## config.mk

```make
export PLATFORM = sky130hd
export DESIGN_NAME = spi_cmd_port
export DESIGN_NICKNAME = d
export VERILOG_FILES = /design/src/core/spi_cmd_pkg.sv /design/src/core/pin_sync.sv /design/src/core/spi_cmd_port.sv
export SDC_FILE = /design/constraint.sdc
export NUM_CORES = 1
export LEC_CHECK = 0
export ABC_CLOCK_PERIOD_IN_PS = 2900
export BUFFER_PORTS_ARGS = -buffer_cell sky130_fd_sc_hd__buf_2
export CAP_MARGIN = 20
export CORE_UTILIZATION = 58
export CTS_BUF_LIST = sky130_fd_sc_hd__clkbuf_16
export DETAILED_ROUTE_END_ITERATION = 8
export PLACE_DENSITY = 0.8
export SYNTH_ARGS = -nofsm -noshare
export SYNTH_HDL_FRONTEND = slang
export SYNTH_HIERARCHICAL = 1
export SYNTH_SLANG_ARGS = --single-unit
```

## constraint.sdc

```tcl
create_clock -name clk -period 2.9 [get_ports clk]
set_input_delay 0.58 -clock clk [delete_from_list [all_inputs] [get_ports clk]]
set_output_delay 0.58 -clock clk [all_outputs]
set_load 0.01 [all_outputs]
```

## src/core/spi_cmd_pkg.sv

```systemverilog
// Package: opcodes, status field layout and reset values of the serial command port
package spi_cmd_pkg;
  localparam logic [7:0] OP_SET_LATCH    = 8'h06;
  localparam logic [7:0] OP_CLEAR_LATCH  = 8'h04;
  localparam logic [7:0] OP_STATUS_READ  = 8'h05;
  localparam logic [7:0] OP_STATUS_WRITE = 8'h01;
  localparam logic [7:0] OP_READ         = 8'h03;
  localparam logic [7:0] OP_QUICK_READ   = 8'h0b;
  localparam logic [7:0] OP_WRITE        = 8'h02;
  localparam logic [7:0] OP_IDENT_READ   = 8'h9f;
  localparam logic [7:0] OP_SLEEP        = 8'hb9;
  // Status register bit positions
  localparam int BIT_BUSY      = 0;
  localparam int BIT_LATCH     = 1;
  localparam int BIT_GUARD_LO  = 2;
  localparam int BIT_GUARD_HI  = 3;
  localparam int BIT_LOCK      = 7;
  localparam logic [1:0] GUARD_RESET = 2'h0;
  localparam logic       LOCK_RESET  = 1'b0;
  localparam logic       LATCH_RESET = 1'b0;
  localparam logic [2:0] LAST_BIT    = 3'h7;
  localparam logic [4:0] ADDR_BYTES_BITS = 5'h17;
  typedef enum logic [2:0] {ST_OPCODE, ST_ADDR, ST_DUMMY, ST_DATA_IN, ST_DATA_OUT,
                            ST_STATUS_IN, ST_IGNORE} phase_type;
endpackage

```

## src/core/pin_sync.sv

```systemverilog
// Two-stage synchroniser for one pin input
`timescale 1ns/10ps
`default_nettype none
module pin_sync
  import spi_cmd_pkg::*;
#(
  parameter logic RESET_VALUE = 1'b0
)
(
  input  wire logic clk,
  input  wire logic resetn,
  input  wire logic pin_in,
  output logic      pin_out
);
  logic meta_r;
  logic meta_nxt;
  logic out_r;
  logic out_nxt;

  always_comb
  begin
    meta_nxt = pin_in;
    out_nxt  = meta_r;
  end

  always_ff @(posedge clk)
  begin
    if (!resetn)
    begin
      meta_r <= RESET_VALUE;
      out_r  <= RESET_VALUE;
    end
    else
    begin
      meta_r <= meta_nxt;
      out_r  <= out_nxt;
    end
  end

  assign pin_out = out_r;
endmodule
`default_nettype wire

```

## src/core/spi_cmd_port.sv

```systemverilog
// Serial command port: framing, opcode decode, write latch and status register
`timescale 1ns/10ps
`default_nettype none
// Notes on behaviour
// (RQ1) Sample input on rising, drive output falling
// (RQ2) Chip select low starts and enables transfer
// (RQ3) Chip select high aborts any command
// (RQ4) Hold low: output released, clock/input ignored
// (RQ5) Host keeps select low during hold
// (RQ6) Host keeps protect pin steady during writes
// (RQ7) Protect pin gates block-guard bit writes
// (RQ8) Input carries opcode, address, data; output returns
// (RQ9) Unknown opcode: ignore rest of transfer
// (RQ10) Decode latch set/clear, status read/write opcodes
// (RQ11) Decode normal and quick array reads
// (RQ12) Decode array write, ident read, sleep
// (RQ13) Busy flag always reads zero
// (RQ14) Set-latch command sets latch; status shows it
// (RQ15) Clear-latch command resets the latch
// (RQ16) Writes accepted only with latch set
// (RQ17) Two guard bits select protected area
// (RQ18) Lock bit plus low protect: hardware guard
// (RQ19) Status write keeps bits 6..4, 1, 0; the port clears bit 1 (latch) after a status write
// (RQ20) Lock clear: status writable regardless of pin
// (RQ21) All fields shift most significant bit first
module spi_cmd_port
  import spi_cmd_pkg::*;
(
  // System
  input  wire logic       clk,
  input  wire logic       resetn,
  // Serial pins
  input  wire logic       cs_n,
  input  wire logic       sck,
  input  wire logic       si,
  input  wire logic       hold_n,
  input  wire logic       wp_n,
  output logic            so,
  output logic            so_oe_n,
  // Array side
  output logic [23:0]     addr,
  output logic [7:0]      wdata,
  output logic            wr_stb,
  output logic            rd_stb,
  input  wire logic [7:0] rdata,
  output logic            sleep_req,
  output logic [1:0]      area_guard,
  output logic            hw_guard_mode
);
  logic cs_s, sck_s, si_s, hold_s, wp_s;

  // Each pin through its own two flip-flops
  pin_sync #(.RESET_VALUE(1'b1)) u_cs (.clk(clk), .resetn(resetn), .pin_in(cs_n), .pin_out(cs_s));
  pin_sync #(.RESET_VALUE(1'b0)) u_sck (.clk(clk), .resetn(resetn), .pin_in(sck), .pin_out(sck_s));
  pin_sync #(.RESET_VALUE(1'b0)) u_si (.clk(clk), .resetn(resetn), .pin_in(si), .pin_out(si_s));
  pin_sync #(.RESET_VALUE(1'b1)) u_hold (.clk(clk), .resetn(resetn), .pin_in(hold_n),
                                         .pin_out(hold_s));
  pin_sync #(.RESET_VALUE(1'b1)) u_wp (.clk(clk), .resetn(resetn), .pin_in(wp_n), .pin_out(wp_s));

  ////////////////////////////////////////////////////////////////////////////////
  // State
  phase_type   phase_r, phase_nxt;
  logic        sck_d_r, sck_d_nxt;
  logic [2:0]  bit_r, bit_nxt;
  logic [4:0]  acnt_r, acnt_nxt;
  logic [7:0]  shin_r, shin_nxt;
  logic [7:0]  shout_r, shout_nxt;
  logic [7:0]  op_r, op_nxt;
  logic [23:0] addr_r, addr_nxt;
  logic [7:0]  wdata_r, wdata_nxt;
  logic        wr_r, wr_nxt, rd_r, rd_nxt;
  logic        latch_r, latch_nxt;
  logic [1:0]  guard_r, guard_nxt;
  logic        lock_r, lock_nxt;
  logic        so_r, so_nxt, oe_n_r, oe_n_nxt;
  logic        sleep_r, sleep_nxt, sleep_arm_r, sleep_arm_nxt;
  logic        hwg_r, hwg_nxt;

  logic        rise, fall, active;
  logic [7:0]  byte_in, status_val;

  // Hold freezes clock edges without ending the frame
  assign active  = !cs_s && hold_s;                                // see (RQ4)
  assign rise    = active && sck_s && !sck_d_r;                    // see (RQ1)
  assign fall    = active && !sck_s && sck_d_r;
  assign byte_in = {shin_r[6:0], si_s};                            // see (RQ21)

  always_comb
  begin
    status_val             = 8'h00;                                // see (RQ19)
    status_val[BIT_LOCK]   = lock_r;
    status_val[BIT_GUARD_HI] = guard_r[1];                         // see (RQ17)
    status_val[BIT_GUARD_LO] = guard_r[0];
    status_val[BIT_LATCH]  = latch_r;                              // see (RQ14)
    status_val[BIT_BUSY]   = 1'b0;                                 // see (RQ13)
  end

  always_comb
  begin
    phase_nxt     = phase_r;
    sck_d_nxt     = sck_s;
    bit_nxt       = bit_r;
    acnt_nxt      = acnt_r;
    shin_nxt      = shin_r;
    shout_nxt     = shout_r;
    op_nxt        = op_r;
    addr_nxt      = addr_r;
    wdata_nxt     = wdata_r;
    wr_nxt        = 1'b0;
    rd_nxt        = 1'b0;
    latch_nxt     = latch_r;
    guard_nxt     = guard_r;
    lock_nxt      = lock_r;
    so_nxt        = so_r;
    oe_n_nxt      = !(active && phase_r == ST_DATA_OUT);           // see (RQ4) (RQ9)
    sleep_nxt     = sleep_r;
    sleep_arm_nxt = sleep_arm_r;
    hwg_nxt       = lock_r && !wp_s;                               // see (RQ18)
    if (cs_s)
    begin
      // Deselect ends the command; sleep is entered on this edge
      phase_nxt = ST_OPCODE;                                       // see (RQ3)
      bit_nxt   = 3'h0;
      if (sleep_arm_r)
        sleep_nxt = 1'b1;
      sleep_arm_nxt = 1'b0;
    end
    else
    begin
      sleep_nxt = 1'b0;                                            // see (RQ2)
      if (rise)
      begin
        shin_nxt = byte_in;                                        // see (RQ8)
        bit_nxt  = bit_r + 3'h1;
        if (bit_r == LAST_BIT)
        begin
          case (phase_r)
            ST_OPCODE:
            begin
              op_nxt = byte_in;
              case (byte_in)
                OP_SET_LATCH:    latch_nxt = 1'b1;                 // see (RQ10) (RQ14)
                OP_CLEAR_LATCH:  latch_nxt = 1'b0;                 // see (RQ15)
                OP_STATUS_READ, OP_IDENT_READ:
                begin
                  // Identity byte value is arbitrary, all zeros
                  shout_nxt = (byte_in == OP_STATUS_READ) ? status_val : 8'h00;
                  phase_nxt = ST_DATA_OUT;
                end
                OP_STATUS_WRITE: phase_nxt = latch_r ? ST_STATUS_IN : ST_IGNORE; // see (RQ16)
                OP_READ, OP_QUICK_READ, OP_WRITE:                 // see (RQ11) (RQ12)
                begin
                  acnt_nxt  = 5'h0;
                  phase_nxt = ST_ADDR;
                end
                OP_SLEEP:        sleep_arm_nxt = 1'b1;             // see (RQ12)
                default:         phase_nxt = ST_IGNORE;            // see (RQ9)
              endcase
            end
            ST_STATUS_IN:
            begin
              // Hardware guard freezes the whole writable set
              if (!lock_r || wp_s)                                 // see (RQ7) (RQ20)
              begin
                lock_nxt  = byte_in[BIT_LOCK];
                guard_nxt = {byte_in[BIT_GUARD_HI], byte_in[BIT_GUARD_LO]};
              end
              latch_nxt = 1'b0;
              phase_nxt = ST_IGNORE;
            end
            ST_DATA_IN:
            begin
              wdata_nxt = byte_in;
              wr_nxt    = latch_r;                                 // see (RQ16)
            end
            default: ;
          endcase
        end
        if (phase_r == ST_ADDR)
        begin
          addr_nxt = {addr_r[22:0], si_s};                         // see (RQ21)
          acnt_nxt = acnt_r + 5'h1;
          if (acnt_r == ADDR_BYTES_BITS)
          begin
            if (op_r == OP_WRITE)
              phase_nxt = ST_DATA_IN;
            else if (op_r == OP_QUICK_READ)
              phase_nxt = ST_DUMMY;
            else
            begin
              rd_nxt    = 1'b1;
              phase_nxt = ST_DATA_OUT;
            end
          end
        end
        if (bit_r == LAST_BIT && (phase_r == ST_DUMMY || (phase_r == ST_DATA_OUT
            && op_r != OP_STATUS_READ && op_r != OP_IDENT_READ)))
        begin
          rd_nxt    = 1'b1;
          phase_nxt = ST_DATA_OUT;
        end
      end
      if (wr_r || rd_r)
        addr_nxt = addr_r + 24'h1;
      if (rd_r)
        shout_nxt = rdata;
      if (fall && phase_r == ST_DATA_OUT)
      begin
        so_nxt    = shout_r[7];                                    // see (RQ1) (RQ21)
        shout_nxt = {shout_r[6:0], shout_r[7]};
      end
    end
  end

  always_ff @(posedge clk)
  begin
    if (!resetn)
    begin
      phase_r     <= ST_OPCODE;
      sck_d_r     <= 1'b0;
      bit_r       <= 3'h0;
      acnt_r      <= 5'h0;
      shin_r      <= 8'h00;
      shout_r     <= 8'h00;
      op_r        <= 8'h00;
      addr_r      <= 24'h000000;
      wdata_r     <= 8'h00;
      wr_r        <= 1'b0;
      rd_r        <= 1'b0;
      latch_r     <= LATCH_RESET;
      guard_r     <= GUARD_RESET;
      lock_r      <= LOCK_RESET;
      so_r        <= 1'b0;
      oe_n_r      <= 1'b1;
      sleep_r     <= 1'b0;
      sleep_arm_r <= 1'b0;
      hwg_r       <= 1'b0;
    end
    else
    begin
      phase_r     <= phase_nxt;
      sck_d_r     <= sck_d_nxt;
      bit_r       <= bit_nxt;
      acnt_r      <= acnt_nxt;
      shin_r      <= shin_nxt;
      shout_r     <= shout_nxt;
      op_r        <= op_nxt;
      addr_r      <= addr_nxt;
      wdata_r     <= wdata_nxt;
      wr_r        <= wr_nxt;
      rd_r        <= rd_nxt;
      latch_r     <= latch_nxt;
      guard_r     <= guard_nxt;
      lock_r      <= lock_nxt;
      so_r        <= so_nxt;
      oe_n_r      <= oe_n_nxt;
      sleep_r     <= sleep_nxt;
      sleep_arm_r <= sleep_arm_nxt;
      hwg_r       <= hwg_nxt;
    end
  end

  assign so            = so_r;
  assign so_oe_n       = oe_n_r;
  assign addr          = addr_r;
  assign wdata         = wdata_r;
  assign wr_stb        = wr_r;
  assign rd_stb        = rd_r;
  assign sleep_req     = sleep_r;
  assign area_guard    = guard_r;
  assign hw_guard_mode = hwg_r;
endmodule
`default_nettype wire

```

==> flow_summary.toml, run 1 <==
[timing]
rsz0062_at_grt = "false"
skew_ns = 0.00757
hold_ws_ns = 0.418
setup-violations-final = 0
finalSetupTns_ns = 0
period_minus_slack_ns = 2.37
period_share_pct = 81.7
final_max_slew_viol_count = 0
hold_viol = 0
slew_headroom_pct = 53.5
worst_pin_slew_ns = 0.696
max_freq_mhz = 422

[clock_network]
numClockSinks = 88
clockBufferDepth = 2
root_buffer = "clkbuf_16"
ctsHoldBuffers = 0
htree_levels = 3
post-cts-setup-buffers = 0
clk_pin_slew_ns = 0.07
cts_tree = "built"
cts_resized = 0
numCtsBuffers = 9
insertion_delay_ns = 0.34

[cells_and_area]
utilization_pct = 69.4
final_cells = 679
drive_above_1_share_pct = 16.2
fin_area_sq_mm = 0.00506
n_antenna_cell = 0
nets = 594
area_growth_pct = 15.0

[routing]
drtAntennaViolNets = 0
drt_iter0_drc = 305
wl_microns = 11300
wl_per_cell_microns = 16.7
routed_via_density = 6.32
drc = 0
drtPass1Iterations = 6
dr_total_vias = 4290

[worst_setup_path]
r2r_slack_ns = 0.53
worst-path-max-fanout = 17
arrival_ns = 2.56
crit_path_end_kind = "flop"
required_ns = 3.09
cp-startpoint = "u_cs/pin_out$_SDFF_PN1_"
r2r_cells = 6
crit_end = "shout_r[5]$_SDFFE_PN0P_"
timing.rr.end = "shout_r[5]$_SDFFE_PN0P_"
crit_type = "reg2reg"
start_kind = "flop"
r2r-start = "u_cs/pin_out$_SDFF_PN1_"

[floorplanning]
die_h_microns = 89.1
initial_core_util_pct = 60.4
die_w_microns = 89.1
die-area_sq_mm = 0.00795
coreArea_sq_mm = 0.00729
rows = 31
pin_count = 55

[logic_synthesis]
synth-async-reset-ratio_pct = 0
ys_seq_elements = 88
syn-num-nets = 556
syn_area_sq_mm = 0.00440
synth-edff-count = 0
syn_area_per_cell_sq_um = 8.20
synth.distinct_cells = 67
syn_inst = 537
ys_seq_area_share_pct = 40.0
synthFlopType = "dfxtp_1"
ys_warn_count = 6

[hold_path]
hold_path_class = "reg2reg"
worstHoldStart = "u_wp/meta_r$_SDFF_PN1_"

[placement]
post_dp_cell_area_sq_mm = 0.00474
dp.cells = 663
finalWeightedCongestion = 0.905
hpwl_microns = 7880
portBuffers = 54

[pwr]
leakage_nw = 1.89
power_density_mw_per_mm2 = 502
vdd_drop_max_mv = 0.360

[global_routing]
grt_usage_pct = 28.8
grt_pass1_wl_microns = 17400
antenna_found_initial = 0
grt_pass1_vias = 3708
grt_max_degree = 31
gr-total-overflow = 0

[status]
status = "complete, no violations"

[job]
drv_cap = 0
-- area by class of cell --
class                      instances  area, sq um
inverter                           3         11.3
tap                               99          124
clock inverter                     7          103
clock buffer                       9          225
multi-input combinational        407         2480
timing repair buffer              66          360
fill                             653         2230
sequential                        88         1760
-- layer usage --
metal	share of wire, %	vias to the layer above	global-route usage [%]
met4	2.3	0	13.1
met3	7.2	31	5.08
met5	0	-	0
li1	-	2055	-
met1	43	2015	35.5
met2	48	189	49.3
-- cell usage after synthesis (3+ instances only) --
library cell / n / area share, %
and4_1: 4 / 0.80
clkbuf_1: 32 / 2.7
dfxtp_1: 88 / 40
nand2b_1: 11 / 1.6
a311oi_1: 7 / 1.4
nor2_1: 51 / 4.3
nor2b_1: 7 / 0.99
o21ai_0: 24 / 2.7
o31a_1: 3 / 0.60
o21a_1: 3 / 0.51
a21oi_1: 34 / 3.9
mux2i_1: 25 / 5.7
o31ai_1: 6 / 1.0
or3_1: 3 / 0.43
nor3b_1: 4 / 0.68
nand2_1: 73 / 6.2
a221oi_1: 5 / 0.99
nor4_1: 5 / 0.71
or4_1: 5 / 0.85
a31oi_1: 7 / 0.99
nand3_1: 27 / 3.1
nand4_1: 9 / 1.3
a221o_1: 4 / 0.91
and2_1: 7 / 0.99
nor3_1: 9 / 1.0
and3b_1: 5 / 0.99
and3_1: 9 / 1.3
buf_2: 4 / 0.45
or2_2: 3 / 0.43
o211ai_1: 6 / 1.0
ha_1: 4 / 1.1
o221ai_1: 5 / 0.99
-- stage by stage --
stage	setup WS, ns	total power [mW]
after global placement	0.683	1.30
after floorplan	0.864	1.28
after CTS	0.583	2.55
after detailed placement	0.610	1.30
final	0.530	2.54
after global routing	0.380	2.60
-- cells by family (layout without fill, tap and decap cells) --
group	Yosys count	count (layout)	share of synthesized area [%]
flip-flops	88	88	40.0
XOR/XNOR	3	3	0.597
AND/OR/NAND/NOR	245	245	28.6
AO/OA/AOI/OAI	130	130	20.1
adder cells (fa/ha/maj)	4	4	1.14
buffers and inverters	42	85	3.86
multiplexers	25	25	5.68
-- worst max-delay path, stage by stage, from the launching register on --
cell and delay, ns:
dfxtp_1 0.35, buf_4 0.22, nor4b_1 0.48, and3_1 0.49, o21bai_1 0.18, nand2_1 0.33
a311oi_1 0.17
-- worst min-delay path by stage --
| stage | endpoint | slack, ns | cells after the start |
|---|---|---|---|
| 3_5_place_dp | u_cs/pin_out$_SDFF_PN1_ | 0.41 | 1 |
| 2_1_floorplan | u_cs/pin_out$_SDFF_PN1_ | 0.39 | 1 |
| 3_3_place_gp | u_wp/pin_out$_SDFF_PN1_ | 0.40 | 1 |
| 4_1_cts | u_wp/pin_out$_SDFF_PN1_ | 0.42 | 1 |
| 6_report | u_wp/pin_out$_SDFF_PN1_ | 0.42 | 1 |
| 5_1_grt | u_hold/meta_r$_SDFF_PN1_ | 0.42 | 2 |
-- where the power goes --
group / total [mW] / switching, mW / internal [mW]
logic: 0.0554 / 0.0342 / 0.0212
registers: 1.22 / 0.00604 / 1.21
clock network: 1.27 / 0.500 / 0.767
-- flip-flops by register name (all words and copies together) (netlist names), 2 cells and up --
signal,cells
op_r,8
shin_r,7
bit_r,3
acnt_r,5
addr,24
shout_r,8
phase_r,3
area_guard,2
wdata,8
-- placed cells by master (no fill, tap or decap), drive strengths merged, types with 3 or more instances in the layout --
| cell type | Yosys | routed |
|---|---|---|
| a21oi | 36 | 36 |
| a221o | 4 | 4 |
| a221oi | 5 | 5 |
| a311oi | 7 | 7 |
| a31oi | 7 | 7 |
| and2 | 7 | 7 |
| and3 | 9 | 9 |
| and3b | 5 | 5 |
| and4 | 4 | 4 |
| buf | 7 | 66 |
| clkbuf | 32 | 9 |
| clkinv | 1 | 3 |
| dfxtp | 88 | 88 |
| ha | 4 | 4 |
| inv | 2 | 5 |
| mux2i | 25 | 25 |
| nand2 | 73 | 73 |
| nand2b | 11 | 11 |
| nand3 | 27 | 27 |
| nand4 | 9 | 9 |
| nor2 | 51 | 51 |
| nor2b | 7 | 7 |
| nor3 | 10 | 10 |
| nor3b | 5 | 5 |
| nor4 | 5 | 5 |
| o211ai | 6 | 6 |
| o21a | 3 | 3 |
| o21ai | 24 | 24 |
| o221ai | 5 | 5 |
| o31a | 3 | 3 |
| o31ai | 6 | 6 |
| or2 | 3 | 3 |
| or3 | 3 | 3 |
| or4 | 6 | 6 |
(Power assumes the default switching activity.)
==> run 2: changes to the inputs <==
Settings changed: ABC_AREA set to 1, ABC_CLOCK_PERIOD_IN_PS 2900 to 2000, CORE_UTILIZATION 58 to 53, PLACE_DENSITY 0.8 to 0.76.
Clock period 2.9 ns to 2 ns, I/O delays scaled along.
==> run 2 against run 1 <==
Compared with the run above: clock skew increased by 0.0027 ns; critical path depth grew 3; register-to-register slack lost 0.46 ns; maximum frequency up 23%; total power up 41%; worst setup slack lost 0.46 ns; synthesized cell count up 34%.
==> flow_summary.toml, run 2 <==
[logic_synthesis]
synth_mux_area_share_pct = 0.215
syn_area_per_cell_sq_um = 6.48
synth-async-reset-ratio_pct = 0
synthXorXnorAreaFrac_pct = 1.13
synth_compound_area_share_pct = 16.1
synth_top_family_by_area = "simple AND/OR/NAND/NOR gates"
syn-num-nets = 737
syn_inst = 718
synth_top_area_share_pct = 37.9
yosys-top-cells-area = "dfxtp_1 38%, nand2_1 15%, a21oi_1 8.4%, nor2_1 7.5%, inv_1 6.9%"
syn_area_sq_mm = 0.00465
ys_warn_count = 6
synth.distinct_cells = 37
yosysTopAreaCell = "dfxtp_1"
synthSimpleGateAreaFrac_pct = 34.0
synth-edff-count = 0
ys_seq_elements = 88
synthFlopType = "dfxtp_1"
synth_common_cells = "192 x nand2_1, 93 x nor2_1, 88 x dfxtp_1, 85 x inv_1, 78 x a21oi_1"
synth_most_common_cell = "nand2_1"
synthAdderAreaFrac_pct = 1.08
ys_seq_area_share_pct = 37.9

[floorplanning]
die_w_microns = 95.7
die-area_sq_mm = 0.00916
initial_core_util_pct = 55.8
coreArea_sq_mm = 0.00834
pin_count = 55
die_h_microns = 95.7
rows = 33

[pwr]
vdd_drop_max_mv = 0.439
leakage_nw = 2.25
comb_power_share_pct = 2.8
pwr-share-clk_pct = 47.8
p_sw_uw = 812
switching_share_pct = 22.6
fin_total_pwr_mw = 3.59
power_density_mw_per_mm2 = 666
p_int_mw = 2.78
seqPwrFrac_pct = 49.4

[worst_setup_path]
r2r-start = "addr[0]$_SDFFE_PN0P_"
r2r_cells = 9
crit_path_end_kind = "flop"
start_kind = "flop"
critical-path-slowest-cell = "dfxtp_1"
timing.rr.end = "addr[16]$_SDFFE_PN0P_"
r2r_slack_ns = 0.07
crit_type = "reg2reg"
arrival_ns = 2.20
required_ns = 2.27
cpPeakStageDelay_ns = 0.40
crit_chain = "ha_1, nand3_1, nor3_1, nand3_1, nor2_1, nand2_1, nand2_1, inv_1, a21oi_1"
worst-path-max-fanout = 7

[timing]
hold_viol = 0
worst_pin_slew_ns = 0.563
hold_ws_ns = 0.227
rsz0062_at_grt = "true"
period_minus_slack_ns = 1.93
period_share_pct = 96.7
final_max_slew_viol_count = 0
setup-violations-final = 0
skew_ns = 0.0103
max_freq_mhz = 517
slew_headroom_pct = 62.4
fin_ws_ns = 0.0650
finalSetupTns_ns = 0

[routing]
wl_per_cell_microns = 13.3
drtAntennaViolNets = 0
drtPass1Iterations = 5
wl_microns = 11900
drt_iter0_drc = 374
routed_via_density = 5.39
drc = 0
dr_total_vias = 4790

[clock_network]
clockBufferDepth = 2
clk_pin_slew_ns = 0.07
insertion_delay_ns = 0.34
numCtsBuffers = 9
cts_tree = "built"
ctsHoldBuffers = 0
htree_levels = 3
root_buffer = "clkbuf_16"
numClockSinks = 88

[global_routing]
grt_usage_pct = 27.5
grt_pass1_vias = 4377
gr-total-overflow = 0
antenna_found_initial = 0
grt_max_degree = 29
grt_pass1_wl_microns = 19700

[cells_and_area]
nets = 797
area_growth_pct = 15.9
fillers = 780
utilization_pct = 64.6
drive_above_1_share_pct = 13.7
final_cell_mix = "192 x nand2_1, 93 x nor2_1, 88 x dfxtp_1"
layout_commonest_cell = "nand2_1"
n_antenna_cell = 0
largest_reg_flops = 24

[placement]
place_ws_ns = 0.158
hpwl_microns = 8570
finalWeightedCongestion = 0.949
portBuffers = 54

[hold_path]
holdPathStages = 3
hold_path_class = "in2reg"
min_to = "u_wp/meta_r$_SDFF_PN1_"
worstHoldStart = "wp_n"

[job]
drv_cap = 0

[status]
status = "complete, no violations"
run 2: cell count changes after synthesis, moves of 7 or more:
cell      change
nand2_1     +119
inv_1        +83
a21oi_1      +44
nor2_1       +42
mux2i_1      -24
nand3_1      +22
o21ai_0      +22
clkbuf_1     -20
nand2b_1     -11
and3_1        -9
a311oi_1      -7
a31oi_1       -7
and2_1        -7
nor2b_1       -7
run 2: worst max path at each step:
| stage | startpoint | end | slack, ns | depth (start not counted) |
|---|---|---|---|---|
| 2_1_floorplan | addr[0]$_SDFFE_PN0P_ | addr[14]$_SDFFE_PN0P_ | 0.33 | 8 |
| 3_3_place_gp | bit_r[0]$_SDFFE_PP0P_ | wr_stb$_SDFF_PP0_ | 0.28 | 6 |
| 3_5_place_dp | addr[0]$_SDFFE_PN0P_ | addr[16]$_SDFFE_PN0P_ | 0.16 | 9 |
| 4_1_cts | addr[0]$_SDFFE_PN0P_ | addr[16]$_SDFFE_PN0P_ | 0.14 | 9 |
| 5_1_grt | addr[0]$_SDFFE_PN0P_ | addr[14]$_SDFFE_PN0P_ | -0.03 | 8 |
| 6_report | addr[0]$_SDFFE_PN0P_ | addr[16]$_SDFFE_PN0P_ | 0.07 | 9 |
run 2: power groups by stage:
stage                     registers, mW  clock network, mW  logic, mW
after floorplan                    1.81                  0     0.0628
after global placement             1.81                  0     0.0975
after detailed placement           1.81                  0      0.101
after CTS                          1.77               1.73      0.102
after global routing               1.77               1.80      0.115
final                              1.77               1.72      0.102
run 2: critical path: cells and delay by family, from the launching register on:
kind / cells / cell delay [ns]
compound gates: 1 / 0.12
buf+inv: 1 / 0.03
fa+ha+maj: 1 / 0.30
simple gates: 6 / 1.00
flops: 1 / 0.40
run 2: final cells by class:
| type | count | area (sq um) | area share [%] |
|---|---|---|---|
| inverters | 91 | 347 | 6.43 |
| clock inverters | 7 | 78.8 | 1.46 |
| multi-input cells | 519 | 2450 | 45.5 |
| repair buffers | 69 | 395 | 7.33 |
| well taps | 105 | 131 | 2.44 |
| flip-flops and latches | 88 | 1760 | 32.7 |
| clock buffers | 9 | 225 | 4.18 |
run 2: timing repair:
action / in CTS / in global routing
endpoints found under the setup margin: 0 / 6
buffers inserted: 0 / 0
gates resized for setup: 0 / 2
run 2: logic make-up (layout without fill, tap and decap cells):
family,after synthesis,count (layout)
adder cells (fa/ha/maj),4,4
AND/OR/NAND/NOR,368,368
flip-flops,88,88
AO/OA/AOI/OAI,140,140
buffers and inverters,111,176
XOR/XNOR,6,6
multiplexers,1,1
run 2: layer usage:
layer	up-vias	GRT usage, %	wire (microns)	part of all wire, %
met4	0	9.83	208	1.8
li1	2428	-	-	-
met3	25	3.24	702	5.9
met2	175	44.7	5340	45
met1	2162	37.5	5600	47
met5	-	0	0	0
run 2: through the flow:
step                instances  instance area [sq um]
global placement          872                   5080
CTS                       888                   5380
floorplan                 718                   4650
finish                    888                   5390
global route              888                   5390
detailed placement        872                   5080
